$ cat config.mk
export PLATFORM = sky130hd
export DESIGN_NAME = aer_alarm_event_register
export DESIGN_NICKNAME = d
export VERILOG_FILES = /design/src/aer_pkg.sv /design/src/aer_alarm_event_register.sv
export SDC_FILE = /design/constraint.sdc
export NUM_CORES = 1
export LEC_CHECK = 0
export BUFFER_PORTS_ARGS = -buffer_cell sky130_fd_sc_hd__buf_4
export CAP_MARGIN = 25
export CORE_ASPECT_RATIO = 1.1
export CORE_MARGIN = 2
export CORE_UTILIZATION = 45
export DETAILED_ROUTE_END_ITERATION = 16
export GPL_TIMING_DRIVEN = 0
export PLACE_DENSITY = 0.66
export SYNTH_ARGS = -nofsm -noshare
export SYNTH_HDL_FRONTEND = slang
export SYNTH_SLANG_ARGS = --single-unit
$ cat constraint.sdc
create_clock -name clock_i -period 4.7 [get_ports clock_i]
set_input_delay 0 -clock clock_i [delete_from_list [all_inputs] [get_ports clock_i]]
set_output_delay 0 -clock clock_i [all_outputs]
set_load 0.02 [all_outputs]
$ cat src/aer_pkg.sv
/*
  Constants for the alarm event collector: register offsets, widths,
  factory defaults and event codes.
  Assumes a single 125 MHz clock and a plain strobe register port.
*/
`default_nettype none
package aer_pkg;
  localparam int unsigned NUM_EVENTS = 14;
  localparam int unsigned ADDR_W = 4;
  localparam int unsigned DATA_W = 32;
  localparam int unsigned COUNT_W = 4;

  // Register word indices on addr_i.
  localparam logic [3:0] OFF_STATUS = 4'h0;
  localparam logic [3:0] OFF_MASK = 4'h1;
  localparam logic [3:0] OFF_LATCH = 4'h2;
  localparam logic [3:0] OFF_COUNT = 4'h3;
  localparam logic [3:0] OFF_CTRL = 4'h4;
  localparam logic [3:0] OFF_IRQ_STAT = 4'h5;
  localparam logic [3:0] OFF_IRQ_MASK = 4'h6;
  localparam logic [3:0] OFF_POWERON_DLY = 4'h7;

  // Control register fields.
  localparam int unsigned CTRL_CLEAR_REQ = 0;
  localparam int unsigned CTRL_CLEAR_CONFIRM = 1;
  localparam int unsigned CTRL_SAVE = 2;

  // Interrupt status fields.
  localparam int unsigned IRQ_NEW_EVENT = 0;
  localparam int unsigned IRQ_CLEARED = 1;
  localparam int unsigned IRQ_SAVED = 2;
  localparam int unsigned IRQ_W = 3;

  // Event codes 0 through D.
  localparam int unsigned EV_POWER_ON = 13;

  // Factory defaults: only the power-on event enabled, no latching.
  localparam logic [13:0] MASK_DEFAULT = 14'h2000;
  localparam logic [13:0] LATCH_DEFAULT = 14'h0000;
  localparam logic [7:0] POWERON_DLY_DEFAULT = 8'h00;
endpackage
`default_nettype wire

$ cat src/aer_alarm_event_register.sv
/*
  Alarm event collector: status, enable mask and latch-enable registers
  for fourteen alarm conditions, with an active count and one interrupt.
  Assumes event conditions arrive as synchronous levels and that a
  nonvolatile store outside accepts a one-cycle save pulse.
  Assumes the host sends a clear request and then its confirm as the next
  control write; other registers may be written in between.
  Condition pin 13 is not used: the power-on event has its own pin and is
  gated by the power-on delay register.
*/
// What this block does
// - Fourteen alarm events are tracked, coded zero through D.
// - Each event has a status bit, an enable mask bit and a latch-enable bit.
// - The status register is read-only, one bit per active or held event.
// - A count of the events indicated active in the status register is reported.
// - An event whose mask bit is clear is neither processed nor recorded.
// - After factory reset only the power-on event is enabled.
// - After factory reset no event is latched.
// - An enabled unlatched event shows only while its condition lasts.
// - A latched event stays set until the host clears the status register or clears its enable mask bit.
// - The status clears only after a request followed by an affirmative confirm.
// - The status register is volatile and all-clear after reset.
// - Mask and latch settings are sent to nonvolatile storage on a save request.
// - The power-on event is raised only when the power-on delay is above zero.
`default_nettype none
module aer_alarm_event_register (
  input wire logic clock_i, // 125 MHz clock
  input wire logic rst_i, // synchronous reset, active high
  input wire logic [13:0] cond_i, // raw alarm conditions, one per code
  input wire logic power_on_i, // level high while power-on phase lasts
  input wire logic [3:0] addr_i, // register address
  input wire logic [31:0] wdata_i, // write data
  input wire logic wr_i, // write strobe
  input wire logic rd_i, // read strobe
  output logic [31:0] rdata_o, // read data, cycle after rd_i
  output logic irq_o, // level interrupt
  output logic nv_save_o, // pulse: store mask and latch now
  output logic [13:0] nv_mask_o, // mask value to store
  output logic [13:0] nv_latch_o, // latch value to store
  output logic [3:0] active_count_o // number of status bits set
);
  typedef enum logic [1:0] {AER_IDLE, AER_ARMED} aer_clr_state_t;

  // Register map, by word index on addr_i:
  //   0 status, read-only;
  //   1 enable mask;
  //   2 latch enable;
  //   3 active count, read-only;
  //   4 control: clear request, clear confirm, save;
  //   5 interrupt status, write one to clear;
  //   6 interrupt mask;
  //   7 power-on delay.
  // Status bits by event code:
  //   0 high flow;
  //   1 low flow;
  //   2 flow between the limits;
  //   3 first totalizer over its volume limit;
  //   4 second totalizer over its volume limit;
  //   5 high pressure;
  //   6 low pressure;
  //   7 pressure between the limits;
  //   8 first temperature limit;
  //   9 second temperature limit;
  //   A temperature between the limits;
  //   B pulse output queue overflow;
  //   C attempt to change the password;
  //   D power on.

  // Software-visible registers.
  logic [13:0] alarm_status;
  logic [13:0] alarm_enable_mask;
  logic [13:0] alarm_latch_enable;
  logic [7:0] poweron_delay;
  logic [2:0] irq_status;
  logic [2:0] next_irq_status;
  logic [2:0] irq_mask;
  logic [13:0] trigger;
  logic [13:0] next_status;
  logic [13:0] new_set;
  logic clear_now;
  logic save_now;
  logic [3:0] next_count;
  logic [2:0] irq_events;
  logic [31:0] read_word;
  // Decoded write strobes.
  logic ctrl_wr;
  logic mask_wr;
  logic latch_wr;
  logic delay_wr;
  logic irq_stat_wr;
  logic irq_mask_wr;
  // Held state of the two-step clear.
  aer_clr_state_t clr_state;
  aer_clr_state_t next_clr_state;

  // Counts the set bits of a status word.
  function automatic logic [3:0] aer_popcount(input logic [13:0] v);
    logic [3:0] n;
    n = 4'h0;
    for (int i = 0; i < 14; i++) begin
      n = n + {3'h0, v[i]};
    end
    return n;
  endfunction

  // True for a write strobe at the given register offset.
  function automatic logic is_wr(input logic w, input logic [3:0] a, input logic [3:0] off);
    return w && (a == off);
  endfunction

  // One decoded strobe per writable register keeps the update blocks short.
  assign ctrl_wr = is_wr(wr_i, addr_i, aer_pkg::OFF_CTRL);
  assign mask_wr = is_wr(wr_i, addr_i, aer_pkg::OFF_MASK);
  assign latch_wr = is_wr(wr_i, addr_i, aer_pkg::OFF_LATCH);
  assign delay_wr = is_wr(wr_i, addr_i, aer_pkg::OFF_POWERON_DLY);
  assign irq_stat_wr = is_wr(wr_i, addr_i, aer_pkg::OFF_IRQ_STAT);
  assign irq_mask_wr = is_wr(wr_i, addr_i, aer_pkg::OFF_IRQ_MASK);

  // Codes zero through C follow their condition pins; code D is the
  // power-on event and only counts with a nonzero delay.
  for (genvar e = 0; e < 14; e++) begin : g_trigger
    if (e == aer_pkg::EV_POWER_ON) begin : g_power
      assign trigger[e] = power_on_i && (poweron_delay != 8'h00);
    end else begin : g_plain
      assign trigger[e] = cond_i[e];
    end
  end

  // Two-step clear: a request arms, the next control write clears if it
  // confirms. Any other control write while armed withdraws the request, so
  // a stray write can never clear the held alarms on its own.
  always_comb begin
    next_clr_state = clr_state;
    if (ctrl_wr) begin
      case (clr_state)
        AER_IDLE: begin
          if (wdata_i[aer_pkg::CTRL_CLEAR_REQ]) begin
            next_clr_state = AER_ARMED;
          end
        end
        AER_ARMED: begin
          next_clr_state = AER_IDLE;
        end
        default: begin
          next_clr_state = AER_IDLE;
        end
      endcase
    end
  end

  // Writes to other registers leave an armed request in place.
  always_ff @(posedge clock_i) begin
    if (rst_i) begin
      clr_state <= AER_IDLE;
    end else begin
      clr_state <= next_clr_state;
    end
  end

  assign clear_now = ctrl_wr && (clr_state == AER_ARMED)
    && wdata_i[aer_pkg::CTRL_CLEAR_CONFIRM];
  assign save_now = ctrl_wr && wdata_i[aer_pkg::CTRL_SAVE];

  // A held bit survives only for a latched, enabled event and drops on a
  // confirmed clear; a fresh trigger is OR-ed in after the clear, so an
  // event that arrives in the clear cycle is not lost.
  for (genvar g = 0; g < 14; g++) begin : g_event
    logic present;
    logic held;
    assign present = trigger[g];
    assign held = alarm_latch_enable[g] && alarm_status[g] && !clear_now;
    assign next_status[g] = alarm_enable_mask[g] && (present || held);
  end

  // An interrupt cause is a status bit that rises, not one that stays set.
  assign new_set = next_status & ~alarm_status;

  // Status is volatile: a reset returns every alarm to clear.
  always_ff @(posedge clock_i) begin
    if (rst_i) begin
      alarm_status <= 14'h0000;
    end else begin
      alarm_status <= next_status;
    end
  end

  assign next_count = aer_popcount(next_status);

  // The count is taken from the next status value so that it changes in the
  // same cycle as the status register it describes.
  always_ff @(posedge clock_i) begin
    if (rst_i) begin
      active_count_o <= 4'h0;
    end else begin
      active_count_o <= next_count;
    end
  end

  // Configuration registers; a mask change acts at once, while the copy in
  // nonvolatile storage only follows a save request.
  // Enable mask, power-on event only after reset.
  always_ff @(posedge clock_i) begin
    if (rst_i) begin
      alarm_enable_mask <= aer_pkg::MASK_DEFAULT;
    end else if (mask_wr) begin
      alarm_enable_mask <= wdata_i[13:0];
    end
  end

  // Latch enable, no event held after reset.
  always_ff @(posedge clock_i) begin
    if (rst_i) begin
      alarm_latch_enable <= aer_pkg::LATCH_DEFAULT;
    end else if (latch_wr) begin
      alarm_latch_enable <= wdata_i[13:0];
    end
  end

  // A zero delay keeps the power-on event silent.
  always_ff @(posedge clock_i) begin
    if (rst_i) begin
      poweron_delay <= aer_pkg::POWERON_DLY_DEFAULT;
    end else if (delay_wr) begin
      poweron_delay <= wdata_i[7:0];
    end
  end

  // Every interrupt cause is masked after reset.
  always_ff @(posedge clock_i) begin
    if (rst_i) begin
      irq_mask <= 3'h0;
    end else if (irq_mask_wr) begin
      irq_mask <= wdata_i[2:0];
    end
  end

  // Snapshot for the nonvolatile store; the store keeps what it receives.
  always_ff @(posedge clock_i) begin
    if (rst_i) begin
      nv_save_o <= 1'b0;
    end else begin
      nv_save_o <= save_now;
    end
  end

  // The mask copy only moves together with the save pulse.
  always_ff @(posedge clock_i) begin
    if (rst_i) begin
      nv_mask_o <= 14'h0000;
    end else if (save_now) begin
      nv_mask_o <= alarm_enable_mask;
    end
  end

  // The latch copy only moves together with the save pulse.
  always_ff @(posedge clock_i) begin
    if (rst_i) begin
      nv_latch_o <= 14'h0000;
    end else if (save_now) begin
      nv_latch_o <= alarm_latch_enable;
    end
  end

  // Interrupt causes: a new status bit, a confirmed clear, a save.
  always_comb begin
    irq_events = 3'h0;
    irq_events[aer_pkg::IRQ_NEW_EVENT] = |new_set;
    irq_events[aer_pkg::IRQ_CLEARED] = clear_now;
    irq_events[aer_pkg::IRQ_SAVED] = save_now;
  end

  // Hardware set wins over a write-one-to-clear in the same cycle.
  always_comb begin
    next_irq_status = irq_status;
    if (irq_stat_wr) begin
      next_irq_status = irq_status & ~wdata_i[2:0];
    end
    next_irq_status = next_irq_status | irq_events;
  end

  // Interrupt causes stay until software clears them.
  always_ff @(posedge clock_i) begin
    if (rst_i) begin
      irq_status <= 3'h0;
    end else begin
      irq_status <= next_irq_status;
    end
  end

  // Level output: high while any unmasked cause is pending.
  assign irq_o = |(irq_status & irq_mask);

  // Read multiplexer; reserved upper bits and unmapped addresses read as zero.
  always_comb begin
    read_word = 32'h0000_0000;
    case (addr_i)
      aer_pkg::OFF_STATUS: begin
        read_word = {18'h0, alarm_status};
      end
      aer_pkg::OFF_MASK: begin
        read_word = {18'h0, alarm_enable_mask};
      end
      aer_pkg::OFF_LATCH: begin
        read_word = {18'h0, alarm_latch_enable};
      end
      aer_pkg::OFF_COUNT: begin
        read_word = {28'h0, active_count_o};
      end
      aer_pkg::OFF_CTRL: begin
        // Control reads back only whether a clear is armed.
        read_word = {31'h0, clr_state == AER_ARMED};
      end
      aer_pkg::OFF_IRQ_STAT: begin
        read_word = {29'h0, irq_status};
      end
      aer_pkg::OFF_IRQ_MASK: begin
        read_word = {29'h0, irq_mask};
      end
      aer_pkg::OFF_POWERON_DLY: begin
        read_word = {24'h0, poweron_delay};
      end
      default: begin
        read_word = 32'h0000_0000;
      end
    endcase
  end

  // Read data stand only in the cycle after the strobe and are zero otherwise,
  // so a late sample by the host cannot pick up a stale word.
  always_ff @(posedge clock_i) begin
    if (rst_i) begin
      rdata_o <= 32'h0000_0000;
    end else if (rd_i) begin
      rdata_o <= read_word;
    end else begin
      rdata_o <= 32'h0000_0000;
    end
  end
endmodule
`default_nettype wire

==> After elaboration in Yosys (flattened, before gate mapping) <==
Index checks and enable logic that the tools add are counted.
{ "totals": {"register_bits": 123, "in_bits": 55, "out_inout_bits": 66, "word_cells": 119} }
{ "op_classes": {"addsub": 13, "n_eq_ne": 9, "n_mux": 4, "n_bitwise": 7, "reduce_logical": 74} }
{ "ops": {"columns": ["op", "count"], "rows": [
  ["$pmux 14 s8", 1],
  ["$logic_and 1x1->1", 52],
  ["$add 4x1->4", 10],
  ["$eq 4x3->1 const B", 4],
  ["$and 14x14->14", 1],
  ["$logic_or 1x1->1", 14],
  ["$not 14->14", 1],
  ["$reduce_or 14->1", 1],
  ["$eq 4x2->1 const B", 2],
  ["$reduce_bool 8->1", 1],
  ["$and 3x3->3", 2],
  ["$add 3x1->4", 1],
  ["$eq 4x1->1 const B", 1],
  ["$logic_not 4->1", 1],
  ["$mux 2", 2],
  ["$add 2x1->3", 1],
  ["$mux 3", 1],
  ["$not 3->3", 1],
  ["$or 3x3->3", 1],
  ["$reduce_or 3->1", 1],
  ["$add 1x1->2", 1],
  ["$eq 2x1->1 const B", 1],
  ["$logic_not 2->1", 1],
  ["$ne 2x2->1 const B", 1],
  ["other kinds (4)", 4]
]} }

==> Logic depth before layout (Yosys ltp) <==
Gate-level depths: netlist of run 1.
{ "depth": {"word_depth": 21, "ltp_mapped": 16, "mapped_depth_nobuf": 13} }

==> Worst setup path before layout of run 1 <==
No wires, ideal clock.
{ "synth_timing": {"kind": "register to register", "start": "register clr_state[0]", "end": "register active_count_o[2]", "setup_time_ns": 0.128, "arrival_time_ns": 3.910, "t_required_ns": 4.572, "setup_slack_ns": 0.662, "path_stages_with_launch": 16, "path_buffers": 2, "period_less_slack_ns": 4.038, "cell_sequence": "dfxtp_1 > and2_1 > clkbuf_1 > buf_2 > a31oi_1 > o21ai_0 > fa_1 > fa_1 > fa_1 > inv_1 > fa_1 > ha_1 > inv_1 > fa_1 > xor2_1 > nor2_1"} }
{ "synth_via": {"elab_chain_len": 20, "word_cells_on_any_way": 59, "cone_classes": "add/sub: 13; eq/ne: 1; reduce/logical: 45"} }
{ "synth_lines": {"columns": ["item", "line", "source"], "rows": [
  ["from (decl)", "aer_alarm_event_register.sv:93", "aer_clr_state_t clr_state;"],
  ["from (signal assigned)", "aer_alarm_event_register.sv:156", "clr_state <= next_clr_state;"],
  ["$eq 2x1->1 *", "aer_alarm_event_register.sv:160", "assign clear_now = ctrl_wr && (clr_state == AER_ARMED)"],
  ["$logic_and 1x1->1 *", "aer_alarm_event_register.sv:160", null],
  ["$logic_and 1x1->1 *", "aer_alarm_event_register.sv:161", "&& wdata_i[aer_pkg::CTRL_CLEAR_CONFIRM];"],
  ["$logic_not 1->1 *", "aer_alarm_event_register.sv:171", "assign held = alarm_latch_enable[g] && alarm_status[g] && !clear_now;"],
  ["$logic_and 1x1->1", "aer_alarm_event_register.sv:171", null],
  ["$logic_or 1x1->1", "aer_alarm_event_register.sv:172", "assign next_status[g] = alarm_enable_mask[g] && (present || held);"],
  ["$logic_and 1x1->1", "aer_alarm_event_register.sv:172", null],
  ["$add 1x1->2", "aer_alarm_event_register.sv:101", "n = n + {3'h0, v[i]};"],
  ["$add 2x1->3", "aer_alarm_event_register.sv:101", null],
  ["$add 3x1->4", "aer_alarm_event_register.sv:101", null],
  ["$add 4x1->4 (9 in a row)", "aer_alarm_event_register.sv:101", null],
  ["$add 4x1->4 *", "aer_alarm_event_register.sv:101", null],
  ["to (signal assigned)", "aer_alarm_event_register.sv:195", "active_count_o <= next_count;"],
  ["to (decl)", "aer_alarm_event_register.sv:40", "output logic [3:0] active_count_o"]
]} }
Every way passes the cells marked *; elsewhere a longest branch is shown, timed or not.
A chain may end at the register's enable or synchronous reset.

==> Worst setup path after layout of run 1 <==
Ends and elaborated chain as after synthesis.

==> run_results.csv, run 1 <==
group,metric,value,unit
status,status,"finished with violations",
status,violations,"hold timing",
drt,drt-initial-drc-count,239,
drt,met2_wirelength,6520,um
drt,m1WireLength,6050,um
layout,final_net_count,729,
layout,layout-drive-gt1-share,26.8,%
layout,syn2layout_area_growth,26.3,%
layout,n_antenna_cell,0,
critical_path,crit_chain,"and2_1, clkbuf_1, buf_2, a31oi_1, o21ai_1, fa_1, fa_1, fa_1, inv_1, fa_1, ha_1, inv_1, fa_1, xor2_1, nor2_1",
synth,synthMuxAreaShare,10.4,%
clocking,clkLatencyLatePin,0.35,ns
die,num_rows,39,
critical_path,crit_path_start_kind,"register",
synth,synthesis.area,4870,um^2
layout,final_common_cell,"buf_4",
synth,avgSynthCellArea,9.05,um^2
sta,maxSlewViolCount,0,
synth,synth_top_family_by_area,"simple AND/OR/NAND/NOR gates",
clocking,cts-htree-levels,3,
power_and_ir_drop,p_leak,2.51,nW
synth,synth_warnings,0,
synth,synthSimpleGateAreaFrac,19.4,%
sta,fin_crit_sh,93.7,%
global_routing,grtUsageTotal,24.8,%
sta,skew,0.00930,ns
critical_path,cp_top_family,"adder cells",
synth,synth_xor_area_share,0.180,%
critical_path,critical-path-max-stage-delay,0.51,ns
sta,period_needed,4.41,ns
sta,hold_slack,-0.0326,ns
die,die_y,113,um
synth,synth_cell_types,47,
critical_path,crit_path_end_kind,"register",
drt,wl_met3,854,um
synth,synth_edf_count,0,
sta,rsz0062_at_grt,"false",
power_and_ir_drop,finalPower,1.78,mW
clocking,clk_pin_slew,0.07,ns
global_routing,grt_first_pass_wirelength,21700,um
clocking,clk_path_buf_depth,2,
power_and_ir_drop,power.density,289,nW/um^2
sta,finalHoldViolCount,3,
layout,multi_input_area,2440,um^2
power_and_ir_drop,vdd_drop_max,186,uV
critical_path,worst-path-buf-inv,4,
synth,async_flop_share,0,%
sta,setup_viol,0,
layout,layout_common_cells,"buf_4, dfxtp_1, nor2_1",
clocking,cts_buffers,9,
clocking,cts_tree,"yes",
synth,netlist.area_leader.share,42.7,%
drt,vias_per_cell,5.18,
critical_path,cpMostUsedCell,"fa_1",
drt,top_layer,"met4",
die,io_pins,121,
synth,ys_ff_latch,104,
drt,drc,0,
placement,post-dp-hpwl,10600,um
synth,yosysSeqAreaShare,42.7,%
die,start_util,46.4,%
drt,ant_nets,0,
drt,num_vias,4195,
sta,tightest_slew,0.801,ns
die,dieArea,11700,um^2
synth,syn_inst,538,
critical_path,cp_slowest_cell,"fa_1",
critical_path,arrival,4.63,ns
synth,synth.area.top_cells,"dfxtp_1, mux2i_1, nor2_1",
layout,seq_area,2080,um^2
sta,slew_headroom,46.6,%
drt,firstDrtPassIters,5,
placement,port_buffers,81,
synth,synth_ff_type,"dfxtp_1",
layout,fillerInstances,993,
critical_path,worstPathRequired,4.92,ns
die,fp.dieW,103,um
global_routing,grt_start_max_net_pins,18,
global_routing,gr-total-overflow,0,
placement,place.gp.congestion,0.918,
die,core-area,10500,um^2
sta,max_clock_freq,0.227,GHz
critical_path,critPathMaxFanout,10,
hold_path,hold_path_class,"primary input to register",
job,cap_violations,0,
drt,wl,13800,um
sta,tns,0,ns
synth,synthAdderAreaFrac,4.47,%
drt,post_drt_wl_per_cell,17.1,um
global_routing,antenna_found_initial,0,
synth,synth_compound_area_share,14.3,%
clocking,cts_sinks,104,
global_routing,first_global_vias,3994,
synth,yosysTopAreaCell,"dfxtp_1",
clocking,cts_root_buffer,"clkbuf_16",
critical_path,critPathKind,"register to register",
==> final timing paths <==
path,startpoint,end,slack [ns],cells after the start
worst min register to register,nv_latch_o[0]$_SDFFE_PP0P_,nv_latch_o[0]$_SDFFE_PP0P_,0.46,2
worst max-delay path,clr_state[0]$_SDFFE_PP0P_,active_count_o[2]$_SDFF_PP0_,0.29,15
worst max register to register,clr_state[0]$_SDFFE_PP0P_,active_count_o[2]$_SDFF_PP0_,0.29,15
worst min-delay path,cond_i[5],alarm_status[5]$_SDFF_PP0_,-0.03,3
==> stage by stage <==
stage	utilization (%)	worst slack, ns	cell area (um^2)	hold slack [ns]	cells
after CTS	58.6	0.154	6140	0.00990	809
after global placement	54.5	0.157	5720	0.248	779
after global routing	58.7	0.0196	6150	0.00586	810
final	58.7	0.295	6150	-0.0326	810
after floorplan	-	0.662	4930	0.144	555
after detailed placement	54.5	0.165	5720	0.255	779
==> sequential cells by signal, summed over array words and instances, names as in the netlist <==
signal	count
alarm_enable_mask	14
rdata_o	14
clr_state	1
irq_mask	3
poweron_delay	8
alarm_latch_enable	14
nv_save_o	1
nv_latch_o	14
irq_status	3
active_count_o	4
nv_mask_o	14
alarm_status	14
==> routing by layer <==
layer  vias up  global-route usage, %
li1       2045                      -
met1      1962                   33.0
met2       160                   39.7
met3        28                   5.00
met4         0                   9.12
met5         -                      0
==> kinds of logic after synthesis <==
family	after synthesis
and+or+nand+nor	201
adders and majority gates	12
muxes	49
AOI/OAI and AO/OA	104
buffers and inverters	66
xor gates and xnor gates	1
DFF	104
other	1
==> worst reg2reg max path: cells and delay by family, from the launching register on <==
| kind | cells | cell delay (ns) |
|---|---|---|
| adders and majority gates | 6 | 2.51 |
| buffers and inverters | 4 | 0.66 |
| AOI/OAI and AO/OA | 2 | 0.42 |
| DFF | 1 | 0.37 |
| and+or+nand+nor | 2 | 0.19 |
| xor gates and xnor gates | 1 | 0.14 |
==> where the power goes <==
group	internal, mW	switching [mW]	total [mW]
clock network	0.378	0.346	0.724
logic	0.0659	0.0911	0.157
registers	0.888	0.00900	0.897
==> repair_timing <==
item	4_1_cts	5_1_grt
gates resized for setup	0	5
buffers inserted	0	0
endpoints found under the setup margin	0	3
endpoints found under the hold margin	38	1
hold buffers	14	1
==> Yosys cell counts, types with 2 or more instances <==
master	count
dfxtp_1	104
o21ai_0	15
nor4_1	2
o2bb2ai_1	6
nor2b_1	10
o21a_1	3
inv_1	13
ha_1	3
and3_1	3
buf_2	6
a21oi_2	20
buf_12	3
mux2_2	4
a31oi_1	17
clkbuf_1	14
buf_6	2
nand3b_1	12
and2_1	2
buf_4	24
a21oi_1	28
fa_1	9
nor2_1	67
a221oi_1	2
nand2_2	20
a22oi_1	5
nand4_1	3
nand2_1	65
nand3_1	12
buf_1	3
mux2i_1	44
==> final cells by class <==
type / count / share of cell area [%]
clock buffers: 11 / 3.94
repair buffers: 96 / 12.3
flip-flops and latches: 104 / 33.8
well taps: 143 / 2.91
clock inverters: 5 / 0.630
multi-input cells: 385 / 39.7
inverters: 14 / 0.854
plain buffers: 52 / 5.80
Note: power is estimated with default switching activity, not from simulation.
==> run 2: changes to the inputs <==
Settings changed: CORE_UTILIZATION 45 to 53, PLACE_DENSITY 0.66 to default, PLACE_DENSITY_LB_ADDON from default to 0.15.
==> run_results.csv, run 2 (synthesized netlist as in run 1, its figures left out) <==
group,metric,value,unit
clocking,cts_tree,"yes",
critical_path,critPathMaxFanout,10,
sta,tns,0,ns
layout,syn2layout_area_growth,25.0,%
drt,drt-initial-drc-count,297,
clocking,clk_pin_slew,0.10,ns
die,fp.dieW,95.4,um
clocking,cts_sinks,104,
layout,n_antenna_cell,0,
sta,maxSlewViolCount,0,
placement,post-dp-hpwl,10100,um
layout,layout-drive-gt1-share,26.6,%
power_and_ir_drop,finalPower,1.61,mW
clocking,cts-htree-levels,3,
drt,vias_per_cell,5.46,
drt,ant_nets,0,
die,start_util,54.6,%
sta,finalHoldViolCount,0,
die,die_y,105,um
placement,place.gp.congestion,0.951,
drt,wl,13700,um
layout,finalInstanceArea,6090,um^2
power_and_ir_drop,p_leak,2.49,nW
critical_path,arrival,4.70,ns
critical_path,critPathKind,"register to register",
global_routing,grt_start_max_net_pins,20,
placement,port_buffers,81,
layout,final_common_cell,"buf_4",
sta,hold_slack,0.0215,ns
sta,slew_headroom,46.4,%
global_routing,gr-total-overflow,0,
layout,multi_input_area,2440,um^2
critical_path,worstPathRequired,4.94,ns
die,dieArea,9970,um^2
status,status,"finished clean",
layout,layout_common_cells,"buf_4, dfxtp_1, nor2_1",
drt,drc,0,
clocking,clk_path_buf_depth,2,
placement,placed_area,5690,um^2
sta,rsz0062_at_grt,"false",
die,core-area,8920,um^2
critical_path,crit_path_start_kind,"register",
power_and_ir_drop,power.density,264,nW/um^2
power_and_ir_drop,vdd_drop_max,173,uV
sta,setup_viol,0,
global_routing,antenna_found_initial,0,
layout,postLayoutCoreUtil,68.3,%
drt,post_drt_wl_per_cell,17.4,um
global_routing,grt_first_pass_wirelength,21100,um
die,io_pins,121,
die,num_rows,36,
job,cap_violations,0,
global_routing,first_global_vias,4135,
drt,firstDrtPassIters,5,
sta,fin_crit_sh,94.8,%
critical_path,crit_path_end_kind,"register",
sta,max_clock_freq,0.224,GHz
hold_path,hold_path_class,"primary input to register",
layout,final_net_count,735,
sta,period_needed,4.46,ns
clocking,cts_buffers,9,
clocking,postCtsSetupRepairBufs,0,
clocking,clkLatencyLatePin,0.38,ns
global_routing,grtUsageTotal,27.5,%
clocking,cts_root_buffer,"clkbuf_8",
sta,tightest_slew,0.805,ns
layout,seq_area,2080,um^2
sta,skew,0.00946,ns
layout,fillerInstances,751,
drt,num_vias,4295,
## run 2: repair_timing
| action | 4_1_cts | 5_1_grt |
|---|---|---|
| hold buffers | 17 | 4 |
| hold endpoints to repair | 43 | 4 |
| endpoints found under the setup margin | 0 | 3 |
| resized for setup | 0 | 4 |
## run 2: final cells by class
| cell class | instances | area share, % |
|---|---|---|
| sequential | 104 | 34.2 |
| buffer | 52 | 5.85 |
| clock buffer | 10 | 2.10 |
| tap | 114 | 2.34 |
| multi-input combinational | 385 | 40.1 |
| inverter | 14 | 0.863 |
| timing repair buffer | 102 | 13.4 |
| clock inverter | 6 | 1.11 |
## run 2: final timing paths
kind / end / from / slack (ns) / cells past startpoint
max: active_count_o[2]$_SDFF_PP0_ / clr_state[0]$_SDFFE_PP0P_ / 0.24 / 15
min: alarm_status[8]$_SDFF_PP0_ / cond_i[8] / 0.02 / 3
max reg2reg: active_count_o[2]$_SDFF_PP0_ / clr_state[0]$_SDFFE_PP0P_ / 0.24 / 15
min reg2reg: nv_latch_o[13]$_SDFFE_PP0P_ / nv_latch_o[13]$_SDFFE_PP0P_ / 0.47 / 2
## run 2: metrics by stage
stage,setup slack (ns),instances
floorplan,0.662,555
finish,0.243,787
global route,0.0207,787
CTS,0.168,783
detailed placement,0.203,750
global placement,0.223,750
## run 2: worst max-delay path, stage by stage, from the launching register on
cell	delay, ns
dfxtp_1	0.39
and2_1	0.14
clkbuf_1	0.24
buf_2	0.30
a31oi_1	0.12
o21ai_0	0.31
fa_1	0.49
fa_1	0.49
fa_1	0.53
inv_1	0.05
fa_1	0.48
ha_1	0.17
inv_1	0.06
fa_1	0.37
xor2_1	0.14
nor2_1	0.07
## run 2: layer usage
layer	global-route usage, %	vias to the layer above	routed length [um]
met4	13.1	0	612
met3	3.89	43	905
li1	-	2054	-
met1	35.7	1992	5830
met5	0	-	0
met2	44.6	206	6320
## run 2: report_power, final
part,internal [mW],leakage [nW],switching [mW]
Combinational,0.0693,1.56,0.0917
Sequential,0.888,0.839,0.00905
Clock,0.207,0.0966,0.340
Total,1.16,2.49,0.441
